<file path="src/rtl/jbsp_map.vh">
// Purpose: constants for the boundary-scan port
// Assumes: included once per design file
// Notes: instruction codes and tap state codes
`ifndef JBSP_MAP_VH
`define JBSP_MAP_VH
`define JBSP_IR_W 3
`define JBSP_IR_EXTEST 3'h0
`define JBSP_IR_USER1 3'h1
`define JBSP_IR_CFGWR 3'h2
`define JBSP_IR_IDCODE 3'h3
`define JBSP_IR_SAMPLE 3'h4
`define JBSP_IR_USER2 3'h5
`define JBSP_IR_RDBACK 3'h6
`define JBSP_IR_BYPASS 3'h7
`define JBSP_IR_CAPT 3'h1
`define JBSP_ID_VER_W 4
`define JBSP_ID_PART_W 10
`define JBSP_ID_FAM_W 6
`define JBSP_ID_MFR_W 11
`define JBSP_ID_W 32
`define JBSP_ST_W 16
`define JBSP_S_RESET 16'h0001
`define JBSP_S_IDLE 16'h0002
`define JBSP_S_SELDR 16'h0004
`define JBSP_S_CAPDR 16'h0008
`define JBSP_S_SHDR 16'h0010
`define JBSP_S_EX1DR 16'h0020
`define JBSP_S_PADR 16'h0040
`define JBSP_S_EX2DR 16'h0080
`define JBSP_S_UPDR 16'h0100
`define JBSP_S_SELIR 16'h0200
`define JBSP_S_CAPIR 16'h0400
`define JBSP_S_SHIR 16'h0800
`define JBSP_S_EX1IR 16'h1000
`define JBSP_S_PAIR 16'h2000
`define JBSP_S_EX2IR 16'h4000
`define JBSP_S_UPIR 16'h8000
`endif

</file>
<file path="src/rtl/jbsp_top.v">
// What this block does
// - three-bit instruction register, serially loaded
// - eight instruction codes decoded as listed
// - code 001 user ring or usercode, option
// - extest: two cells per pad, drive or capture
// - sample captures pads, preload loads all update cells together
// - idcode captures 32-bit word, shifts out
// - id layout version part family maker one
// - part field is array size, reversed bits
// - bypass is a single flip-flop
// - chain runs clockwise from top-left pad
// - cells on every pad except excluded ones
// - reconfigure pin resets all scan logic except the usercode register
// - active before configuration, option afterwards
// - after reset, data shift gives idcode
// - disabled: pins freed, output tristated/readback
// - 11-bit usercode replaces maker field
// - idcode always returns true maker field
// - config write takes serial data in
// - readback shifts config data out
// - user rings connect internal chains
// - inputs sampled rising, output changes falling
// - sixteen-state controller driven by mode select
//
// Purpose: boundary-scan test access port, oversampled on clk_i
// Assumes: clk_i much faster than the test clock
// Notes: pad list is ordered clockwise; cell 0 nearest the data input
//   update registers and the instruction register load on the tck rise that leaves update
//   usercode is written by a data scan under the usercode instruction, at update
//   pin edges are ignored until the synchronisers hold real samples after reset
`include "jbsp_map.vh"
`default_nettype none
module jbsp_top #(
  // one cell pair per user pad; config clock, done and test pins carry none
  parameter NPADS = 8,
  parameter [`JBSP_ID_VER_W-1:0] ID_VERSION = 4'h0,
  // array size in natural order; arbitrary value
  parameter [`JBSP_ID_PART_W-1:0] ID_PART_SIZE = 10'h015,
  // family and maker values arbitrary
  parameter [`JBSP_ID_FAM_W-1:0] ID_FAMILY = 6'h2a,
  parameter [`JBSP_ID_MFR_W-1:0] ID_MAKER = 11'h155
) (
  // clock and reset
  input wire clk_i,
  input wire rst_n_i,
  // test port pins
  input wire tck_i,
  input wire tms_i,
  input wire tdi_i,
  output reg tdo_o,
  output reg tdo_oe_o,
  // reconfigure pin, active low
  input wire reconfigure_pin_n_i,
  // configuration state and options
  input wire configured_i,
  input wire opt_scan_keep_i,
  input wire opt_usercode_i,
  input wire [`JBSP_ID_MFR_W-1:0] usercode_init_i,
  input wire usercode_load_i,
  // pads: clockwise order, index 0 first
  input wire [NPADS-1:0] pad_in_i,
  input wire [NPADS-1:0] core_out_i,
  input wire [NPADS-1:0] core_oe_i,
  output reg [NPADS-1:0] pad_out_o,
  output reg [NPADS-1:0] pad_oe_o,
  // user rings
  input wire ring1_tdo_i,
  input wire ring2_tdo_i,
  output reg ring_tdi_o,
  output reg ring1_shift_o,
  output reg ring2_shift_o,
  // configuration write and readback
  output reg cfg_wr_bit_o,
  output reg cfg_wr_valid_o,
  input wire rdback_bit_i,
  output reg rdback_next_o,
  // pins freed for user logic
  output reg scan_pins_free_o
);
  // two-flop synchronisers on the pins
  reg [2:0] s1_q;
  reg [2:0] s2_q;
  reg tck_prev_q;
  reg reconfigure_pin_n_q;
  // edges count only once tck_prev_q holds a real sample, so reset makes no false edge
  reg [2:0] sync_ok_q;
  wire rise = s2_q[0] & ~tck_prev_q & sync_ok_q[2];
  wire fall = ~s2_q[0] & tck_prev_q & sync_ok_q[2];
  wire tms = s2_q[1];
  wire tdi = s2_q[2];
  always @(posedge clk_i)
  begin
    if (!rst_n_i)
    begin
      s1_q <= 3'h0;
      s2_q <= 3'h0;
      tck_prev_q <= 1'b0;
      sync_ok_q <= 3'h0;
    end
    else
    begin
      s1_q <= {tdi_i, tms_i, tck_i};
      s2_q <= s1_q;
      tck_prev_q <= s2_q[0];
      sync_ok_q <= {sync_ok_q[1:0], 1'b1};
    end
  end
  reg pr1_q;
  always @(posedge clk_i)
  begin
    if (!rst_n_i)
    begin
      pr1_q <= 1'b1;
      reconfigure_pin_n_q <= 1'b1;
    end
    else
    begin
      pr1_q <= reconfigure_pin_n_i;
      reconfigure_pin_n_q <= pr1_q;
    end
  end
  // enable: always before configuration, option afterwards
  wire scan_en = ~configured_i | opt_scan_keep_i;
  wire hold_rst = ~reconfigure_pin_n_q | ~scan_en;
  // controller
  reg [`JBSP_ST_W-1:0] st_q;
  reg [`JBSP_ST_W-1:0] st_d;
  always @*
  begin
    case (st_q)
      `JBSP_S_RESET: st_d = tms ? `JBSP_S_RESET : `JBSP_S_IDLE;
      `JBSP_S_IDLE: st_d = tms ? `JBSP_S_SELDR : `JBSP_S_IDLE;
      `JBSP_S_SELDR: st_d = tms ? `JBSP_S_SELIR : `JBSP_S_CAPDR;
      `JBSP_S_CAPDR: st_d = tms ? `JBSP_S_EX1DR : `JBSP_S_SHDR;
      `JBSP_S_SHDR: st_d = tms ? `JBSP_S_EX1DR : `JBSP_S_SHDR;
      `JBSP_S_EX1DR: st_d = tms ? `JBSP_S_UPDR : `JBSP_S_PADR;
      `JBSP_S_PADR: st_d = tms ? `JBSP_S_EX2DR : `JBSP_S_PADR;
      `JBSP_S_EX2DR: st_d = tms ? `JBSP_S_UPDR : `JBSP_S_SHDR;
      `JBSP_S_UPDR: st_d = tms ? `JBSP_S_SELDR : `JBSP_S_IDLE;
      `JBSP_S_SELIR: st_d = tms ? `JBSP_S_RESET : `JBSP_S_CAPIR;
      `JBSP_S_CAPIR: st_d = tms ? `JBSP_S_EX1IR : `JBSP_S_SHIR;
      `JBSP_S_SHIR: st_d = tms ? `JBSP_S_EX1IR : `JBSP_S_SHIR;
      `JBSP_S_EX1IR: st_d = tms ? `JBSP_S_UPIR : `JBSP_S_PAIR;
      `JBSP_S_PAIR: st_d = tms ? `JBSP_S_EX2IR : `JBSP_S_PAIR;
      `JBSP_S_EX2IR: st_d = tms ? `JBSP_S_UPIR : `JBSP_S_SHIR;
      `JBSP_S_UPIR: st_d = tms ? `JBSP_S_SELDR : `JBSP_S_IDLE;
      default: st_d = `JBSP_S_RESET;
    endcase
  end
  // registers
  reg [`JBSP_IR_W-1:0] ir_sh_q;
  reg [`JBSP_IR_W-1:0] ir_q;
  reg byp_q;
  reg [`JBSP_ID_W-1:0] id_sh_q;
  reg [`JBSP_ID_MFR_W-1:0] ucode_q;
  reg [NPADS-1:0] bo_sh_q;
  reg [NPADS-1:0] bt_sh_q;
  reg [NPADS-1:0] bo_up_q;
  reg [NPADS-1:0] bt_up_q;
  reg [NPADS-1:0] pin_q1;
  reg [NPADS-1:0] pin_q2;
  function [`JBSP_ID_PART_W-1:0] rev;
    input [`JBSP_ID_PART_W-1:0] v;
    integer i;
    begin
      for (i = 0; i < `JBSP_ID_PART_W; i = i + 1)
        rev[i] = v[`JBSP_ID_PART_W-1-i];
    end
  endfunction
  wire [`JBSP_ID_W-1:0] id_word = {ID_VERSION, rev(ID_PART_SIZE), ID_FAMILY, ID_MAKER, 1'b1};
  wire [`JBSP_ID_W-1:0] uc_word = {ID_VERSION, rev(ID_PART_SIZE), ID_FAMILY, ucode_q, 1'b1};
  // decode, with option-dependent fallback
  wire i_ext = ir_q == `JBSP_IR_EXTEST;
  wire i_smp = ir_q == `JBSP_IR_SAMPLE;
  wire i_id = ir_q == `JBSP_IR_IDCODE;
  wire i_uc = (ir_q == `JBSP_IR_USER1) & opt_usercode_i;
  wire i_r1 = (ir_q == `JBSP_IR_USER1) & ~opt_usercode_i;
  wire i_r2 = ir_q == `JBSP_IR_USER2;
  wire i_wr = ir_q == `JBSP_IR_CFGWR;
  // readback answers only on a configured device, else bypass
  wire i_rd = (ir_q == `JBSP_IR_RDBACK) & configured_i;
  wire i_bsr = i_ext | i_smp;
  wire i_idp = i_id | i_uc;
  wire i_byp = ~(i_bsr | i_idp | i_r1 | i_r2 | i_wr | i_rd);
  wire shdr = st_q == `JBSP_S_SHDR;
  wire pad_cap = i_bsr & (st_q == `JBSP_S_CAPDR);
  // extest: a pad we drive shows our own value, an undriven pad its input
  wire [NPADS-1:0] ext_cap = (bt_up_q & bo_up_q) | (~bt_up_q & pin_q2);
  // sample sees the pad itself, whoever drives it
  wire [NPADS-1:0] bo_cap = i_ext ? ext_cap : pin_q2;
  wire [NPADS-1:0] bt_cap = i_ext ? bt_up_q : core_oe_i;
  // the chain holds data and tristate cell per pad; tristate cell nearer the input
  wire [2*NPADS-1:0] chain = {bo_sh_q, bt_sh_q};
  // usercode write lands at update, from the maker field of the shifter
  wire uc_upd = rise & (st_q == `JBSP_S_UPDR) & i_uc & ~hold_rst;
  // one strobe per data shift for the side paths
  wire dr_step = rise & shdr & ~hold_rst;
  always @(posedge clk_i)
  begin
    if (!rst_n_i)
      ucode_q <= 11'h000;
    else if (usercode_load_i)
      ucode_q <= usercode_init_i;
    else if (uc_upd)
      ucode_q <= id_sh_q[`JBSP_ID_MFR_W:1];
  end
  always @(posedge clk_i)
  begin
    if (!rst_n_i || hold_rst)
    begin
      st_q <= `JBSP_S_RESET;
      ir_sh_q <= `JBSP_IR_CAPT;
      ir_q <= `JBSP_IR_IDCODE;
      byp_q <= 1'b0;
      id_sh_q <= 32'h00000000;
      bo_sh_q <= {NPADS{1'b0}};
      bt_sh_q <= {NPADS{1'b0}};
      bo_up_q <= {NPADS{1'b0}};
      bt_up_q <= {NPADS{1'b0}};
    end
    else if (rise)
    begin
      st_q <= st_d;
      case (st_q)
        `JBSP_S_RESET: ir_q <= `JBSP_IR_IDCODE;
        `JBSP_S_CAPIR: ir_sh_q <= `JBSP_IR_CAPT;
        // ir shifter reads out lsb first
        `JBSP_S_SHIR: ir_sh_q <= {tdi, ir_sh_q[`JBSP_IR_W-1:1]};
        `JBSP_S_UPIR: ir_q <= ir_sh_q;
        `JBSP_S_CAPDR:
        begin
          // bypass flop clears on capture, so its first bit out is zero
          byp_q <= 1'b0;
          // idcode never takes the usercode, whatever it holds
          if (i_id)
            id_sh_q <= id_word;
          else if (i_uc)
            id_sh_q <= uc_word;
          if (pad_cap)
          begin
            bt_sh_q <= bt_cap;
            bo_sh_q <= bo_cap;
          end
        end
        `JBSP_S_SHDR:
        begin
          byp_q <= tdi;
          id_sh_q <= {tdi, id_sh_q[`JBSP_ID_W-1:1]};
          if (i_bsr)
          begin
            bt_sh_q <= {bt_sh_q[NPADS-2:0], tdi};
            bo_sh_q <= {bo_sh_q[NPADS-2:0], bt_sh_q[NPADS-1]};
          end
        end
        `JBSP_S_UPDR:
          if (i_bsr)
          begin
            bo_up_q <= bo_sh_q;
            bt_up_q <= bt_sh_q;
          end
        default:
          ir_q <= ir_q;
      endcase
    end
  end
  // pad inputs cross in through two flops
  always @(posedge clk_i)
  begin
    if (!rst_n_i)
    begin
      pin_q1 <= {NPADS{1'b0}};
      pin_q2 <= {NPADS{1'b0}};
    end
    else
    begin
      pin_q1 <= pad_in_i;
      pin_q2 <= pin_q1;
    end
  end
  // serial output mux
  reg dr_bit;
  always @*
  begin
    dr_bit = byp_q;
    if (i_idp)
      dr_bit = id_sh_q[0];
    else if (i_bsr)
      dr_bit = chain[2*NPADS-1];
    else if (i_r1)
      dr_bit = ring1_tdo_i;
    else if (i_r2)
      dr_bit = ring2_tdo_i;
    else if (i_rd)
      dr_bit = rdback_bit_i;
  end
  wire ir_out = st_q == `JBSP_S_SHIR;
  // tdo moves on the falling edge only, so the host samples a stable level
  always @(posedge clk_i)
  begin
    if (!rst_n_i)
    begin
      tdo_o <= 1'b0;
      tdo_oe_o <= 1'b0;
      pad_out_o <= {NPADS{1'b0}};
      pad_oe_o <= {NPADS{1'b0}};
      ring_tdi_o <= 1'b0;
      ring1_shift_o <= 1'b0;
      ring2_shift_o <= 1'b0;
      cfg_wr_bit_o <= 1'b0;
      cfg_wr_valid_o <= 1'b0;
      rdback_next_o <= 1'b0;
      scan_pins_free_o <= 1'b0;
    end
    else
    begin
      scan_pins_free_o <= ~scan_en;
      ring_tdi_o <= tdi;
      ring1_shift_o <= dr_step & i_r1;
      ring2_shift_o <= dr_step & i_r2;
      cfg_wr_bit_o <= tdi;
      cfg_wr_valid_o <= dr_step & i_wr;
      rdback_next_o <= dr_step & i_rd;
      // pads follow the core while scan is held in reset
      if (hold_rst)
      begin
        tdo_oe_o <= 1'b0;
        pad_out_o <= core_out_i;
        pad_oe_o <= core_oe_i;
      end
      else if (fall)
      begin
        tdo_oe_o <= ir_out | shdr;
        tdo_o <= ir_out ? ir_sh_q[0] : dr_bit;
        // extest drives the pads on the tck fall, like tdo
        pad_out_o <= i_ext ? bo_up_q : core_out_i;
        pad_oe_o <= i_ext ? bt_up_q : core_oe_i;
      end
    end
  end
endmodule
`default_nettype wire

</file>
<file path="config.mk">
export PLATFORM = sky130hd
export DESIGN_NAME = jbsp_top
export DESIGN_NICKNAME = d
export VERILOG_FILES = /design/src/rtl/jbsp_top.v
export VERILOG_INCLUDE_DIRS = /design/src /design/src/rtl
export SDC_FILE = /design/constraint.sdc
export NUM_CORES = 1
export LEC_CHECK = 0
export BUFFER_PORTS_ARGS = -buffer_cell sky130_fd_sc_hd__buf_4
export CELL_PAD_IN_SITES_DETAIL_PLACEMENT = 1
export CELL_PAD_IN_SITES_GLOBAL_PLACEMENT = 2
export CORE_MARGIN = 3
export CORE_UTILIZATION = 32
export DETAILED_ROUTE_END_ITERATION = 8
export PLACE_DENSITY = 0.84
export SLEW_MARGIN = 25
export SYNTH_ARGS = -nofsm -noshare
export SYNTH_HDL_FRONTEND = slang
export SYNTH_SLANG_ARGS = --single-unit
</file>
<file path="constraint.sdc">
create_clock -name clk_i -period 2 [get_ports clk_i]
set_input_delay 0.1 -clock clk_i [delete_from_list [all_inputs] [get_ports clk_i]]
set_output_delay 0.1 -clock clk_i [all_outputs]
set_load 0.02 [all_outputs]
</file>
==> results.sh <==
export IMPL_synthTopCellsByCount="dfxtp_1 (150), nand2_1 (102), a21oi_1 (87)"
export IMPL_synth_top_cell_by_area="dfxtp_1"
export IMPL_ys_seq_area_share_pct=46.9
export IMPL_port_buffers=72
export IMPL_r2r_cells=7
export IMPL_wl_per_cell_um=17.5
export IMPL_grt_max_degree=49
export IMPL_peakVddDrop_mv=0.504
export IMPL_dp_cells=1099
export IMPL_reg2reg_slack_ns=-0.008
export IMPL_drive_gt1_share_pct=29.3
export IMPL_yosys_top_cells_area="dfxtp_1 (47%), a21oi_1 (6.8%), nand2_1 (6.0%)"
export IMPL_synthArstFlopShare_pct=0
export IMPL_drtPass1Iterations=6
export IMPL_worstSetupStartpoint="st_q[3]"
export IMPL_p_leak_nw=3.34
export IMPL_clk_path_buf_depth=2
export IMPL_powerDensity_nw_per_um2=752
export IMPL_drt_total_wl_um=20600
export IMPL_drv_cap=0
export IMPL_worst_slew_margin_rel_pct=60.4
export IMPL_syn_nets=790
export IMPL_cp_start_kind="flop"
export IMPL_syn_inst=742
export IMPL_initial_utilization_pct=32.8
export IMPL_final_util_pct=46.6
export IMPL_die_h_um=147
export IMPL_crit_required_ns=2.35
export IMPL_crit_cells=7
export IMPL_synth_flop_cell="dfxtp_1"
export IMPL_cts_buffers=17
export IMPL_dr_first_iter_drc_count=369
export IMPL_worstReg2RegStart="st_q[3]"
export IMPL_synthDistinctLibCells=56
export IMPL_combPwrFrac_pct=6.5
export IMPL_avgSynthCellArea_um2=8.63
export IMPL_tightest_slew_ns=0.594
export IMPL_reg2reg_to="st_q[7]"
export IMPL_fin_ws_ns=-0.00815
export IMPL_end_kind="flop"
export IMPL_cpMaxStageDelayCell="or4_1"
export IMPL_clk_latency_ns=0.43
export IMPL_cp_top_family="simple AND/OR/NAND/NOR gates"
export IMPL_setup_violations=2
export IMPL_period_needed_ns=2.01
export IMPL_critical_path_class="reg2reg"
export IMPL_clock_sinks=150
export IMPL_track_usage_pct=18.3
export IMPL_drv_slew=0
export IMPL_p_sw_share_pct=24.7
export IMPL_root_buffer="clkbuf_16"
export IMPL_synth_top_area_share_pct=46.9
export IMPL_yosysWarnings=0
export IMPL_n_antenna_cell=0
export IMPL_cts_tree="built"
export IMPL_critPathMaxStageDelay_ns=0.49
export IMPL_grt_pass1_wl_um=31800
export IMPL_via_count=6107
export IMPL_fp_dieW_um=147
export IMPL_power_frac_seq_pct=44.9
export IMPL_htreeDepth=4
export IMPL_pin_count=73
export IMPL_p_sw_w=0.00169
export IMPL_internal_power_w=0.00516
export IMPL_ff_latch_area_um2=3030
export IMPL_crit_chain="nor4_4 > buf_4 > buf_6 > nand3_2 > or3_4 > or4_1 > a21oi_1"
export IMPL_cp_max_fo=4
export IMPL_finalNetCount=945
export IMPL_ys_seq_elements=150
export IMPL_core_area_um2=19500
export IMPL_clkSlewWorstSetupHoldPaths_ns=0.07
export IMPL_rows=51
export IMPL_synth_most_common_cell="dfxtp_1"
export IMPL_antenna_found_initial=0
export IMPL_antenna_left=0
export IMPL_grt_pass1_vias=5993
export IMPL_violations="setup timing"
export IMPL_drc_errors=0
export IMPL_synth_edf_count=0
export IMPL_worst_path_buf_inv=2
export IMPL_outcome="finished, violations left"
export IMPL_dpl_cell_area_um2=7700
export IMPL_dp_hpwl_um=13000
export IMPL_gp_congestion=0.847
export IMPL_cp_arrival_ns=2.36
export IMPL_hold_depth=3
export IMPL_die_area_um2=21700
export IMPL_skew_ns=0.00840
export IMPL_syn_cell_area_um2=6400
export IMPL_hold_viol_final=0
export IMPL_min_to="pad_out_o[5]"
export IMPL_final_area_um2=9110
export IMPL_via_per_inst=5.20
export IMPL_tns_ns=-0.0161
export IMPL_fmax_mhz=498
export IMPL_period_share_pct=100
export IMPL_grt_ovfl_total=0
export IMPL_area_growth_pct=42.3
export IMPL_nFillCells=2261
export IMPL_p_clk_share_pct=48.6
export IMPL_hp_class="in2reg"
export IMPL_rsz0062_at_grt="yes"
export IMPL_multi_input_area_um2=3380
export IMPL_stdcell_count=1175
export IMPL_min_from="core_out_i[5]"
stage by stage:
step                      hold slack (ns)  total power (W)  setup WS (ns)
after global placement              0.292          0.00354         -0.140
after global routing               0.0205          0.00709         -0.124
after CTS                         0.00408          0.00694        -0.0211
after detailed placement            0.298          0.00355         -0.166
after floorplan                     0.128          0.00334        -0.0582
final                              0.0213          0.00685       -0.00815
tightest hold or removal path: stages:
cell and delay (ns):
buf_4 0.11, mux2i_1 0.12, a211oi_1 0.08
worst max path at each step:
stage | to | slack (ns)
after CTS | ucode_q[1] | -0.02
after floorplan | st_q[15] | -0.06
after global placement | st_q[15] | -0.14
final | st_q[7] | -0.008
after detailed placement | st_q[15] | -0.17
after global routing | ucode_q[6] | -0.12
layout by cell type (no fill, tap or decap), types with 11 or more instances in the layout:
cell           synthesis  routed
nand2_1              102     102
a21oi_1               87      81
a211oi_1              17      17
dlygate4sd3_1          0      32
nor2_1                61      59
and2_1                25      25
buf_4                  2     149
dfxtp_1              150     139
o211ai_1              23      23
nand3b_1              11      11
o21ai_0               22      22
clkbuf_16              0      20
nor4b_1               13      11
a22oi_2                0      13
mux2i_1               27      27
power by group through the flow:
stage               Clock [W]  Combinational [W]  Sequential [W]
finish                0.00333           0.000443         0.00308
global route          0.00352           0.000487         0.00308
CTS                   0.00341           0.000443         0.00309
detailed placement          0           0.000392         0.00315
global placement            0           0.000384         0.00315
floorplan                   0           0.000168         0.00317
layout make-up:
class,count,area share (%)
timing repair buffer,199,19.0
multi-input combinational,522,37.1
inverter,7,0.288
clock inverter,15,2.03
clock buffer,17,4.67
sequential,150,33.3
tap,265,3.64
layer usage:
layer  vias up  track usage, %  routed length [um]
li1       2974               -                   -
met1      2965            25.2                9570
met2       132            28.9                9850
met3        36            3.03                 687
met4         0            7.04                 459
met5         -               0                   0
logic make-up after synthesis:
family                 synth area share, %
XOR/XNOR                             0.958
AND/OR/NAND/NOR                       23.7
multiplexers                          4.22
AO/OA/AOI/OAI                         19.4
flip-flops                            46.9
buffers and inverters                 4.79
state kept, by name, summed over array words and instances (netlist names), 3 cells and up:
| register | count |
|---|---|
| bo_sh_q | 8 |
| bo_up_q | 8 |
| bt_sh_q | 8 |
| bt_up_q | 8 |
| id_sh_q | 32 |
| ir_q | 3 |
| ir_sh_q | 3 |
| pad_oe_o | 8 |
| pad_out_o | 8 |
| pin_q1 | 8 |
| pin_q2 | 8 |
| s1_q | 3 |
| s2_q | 3 |
| st_q | 16 |
| sync_ok_q | 3 |
| ucode_q | 11 |
repair_timing:
| item | CTS | global route |
|---|---|---|
| endpoints found under the setup margin | 80 | 87 |
| gates cloned | 2 | 4 |
| buffers inserted | 5 | 1 |
| pin swaps | 4 | 59 |
| hold buffers | 32 | 0 |
| endpoints found under the hold margin | 32 | 0 |
| gates resized for setup | 21 | 61 |
No activity file was read; power rests on OpenSTA's default activity.
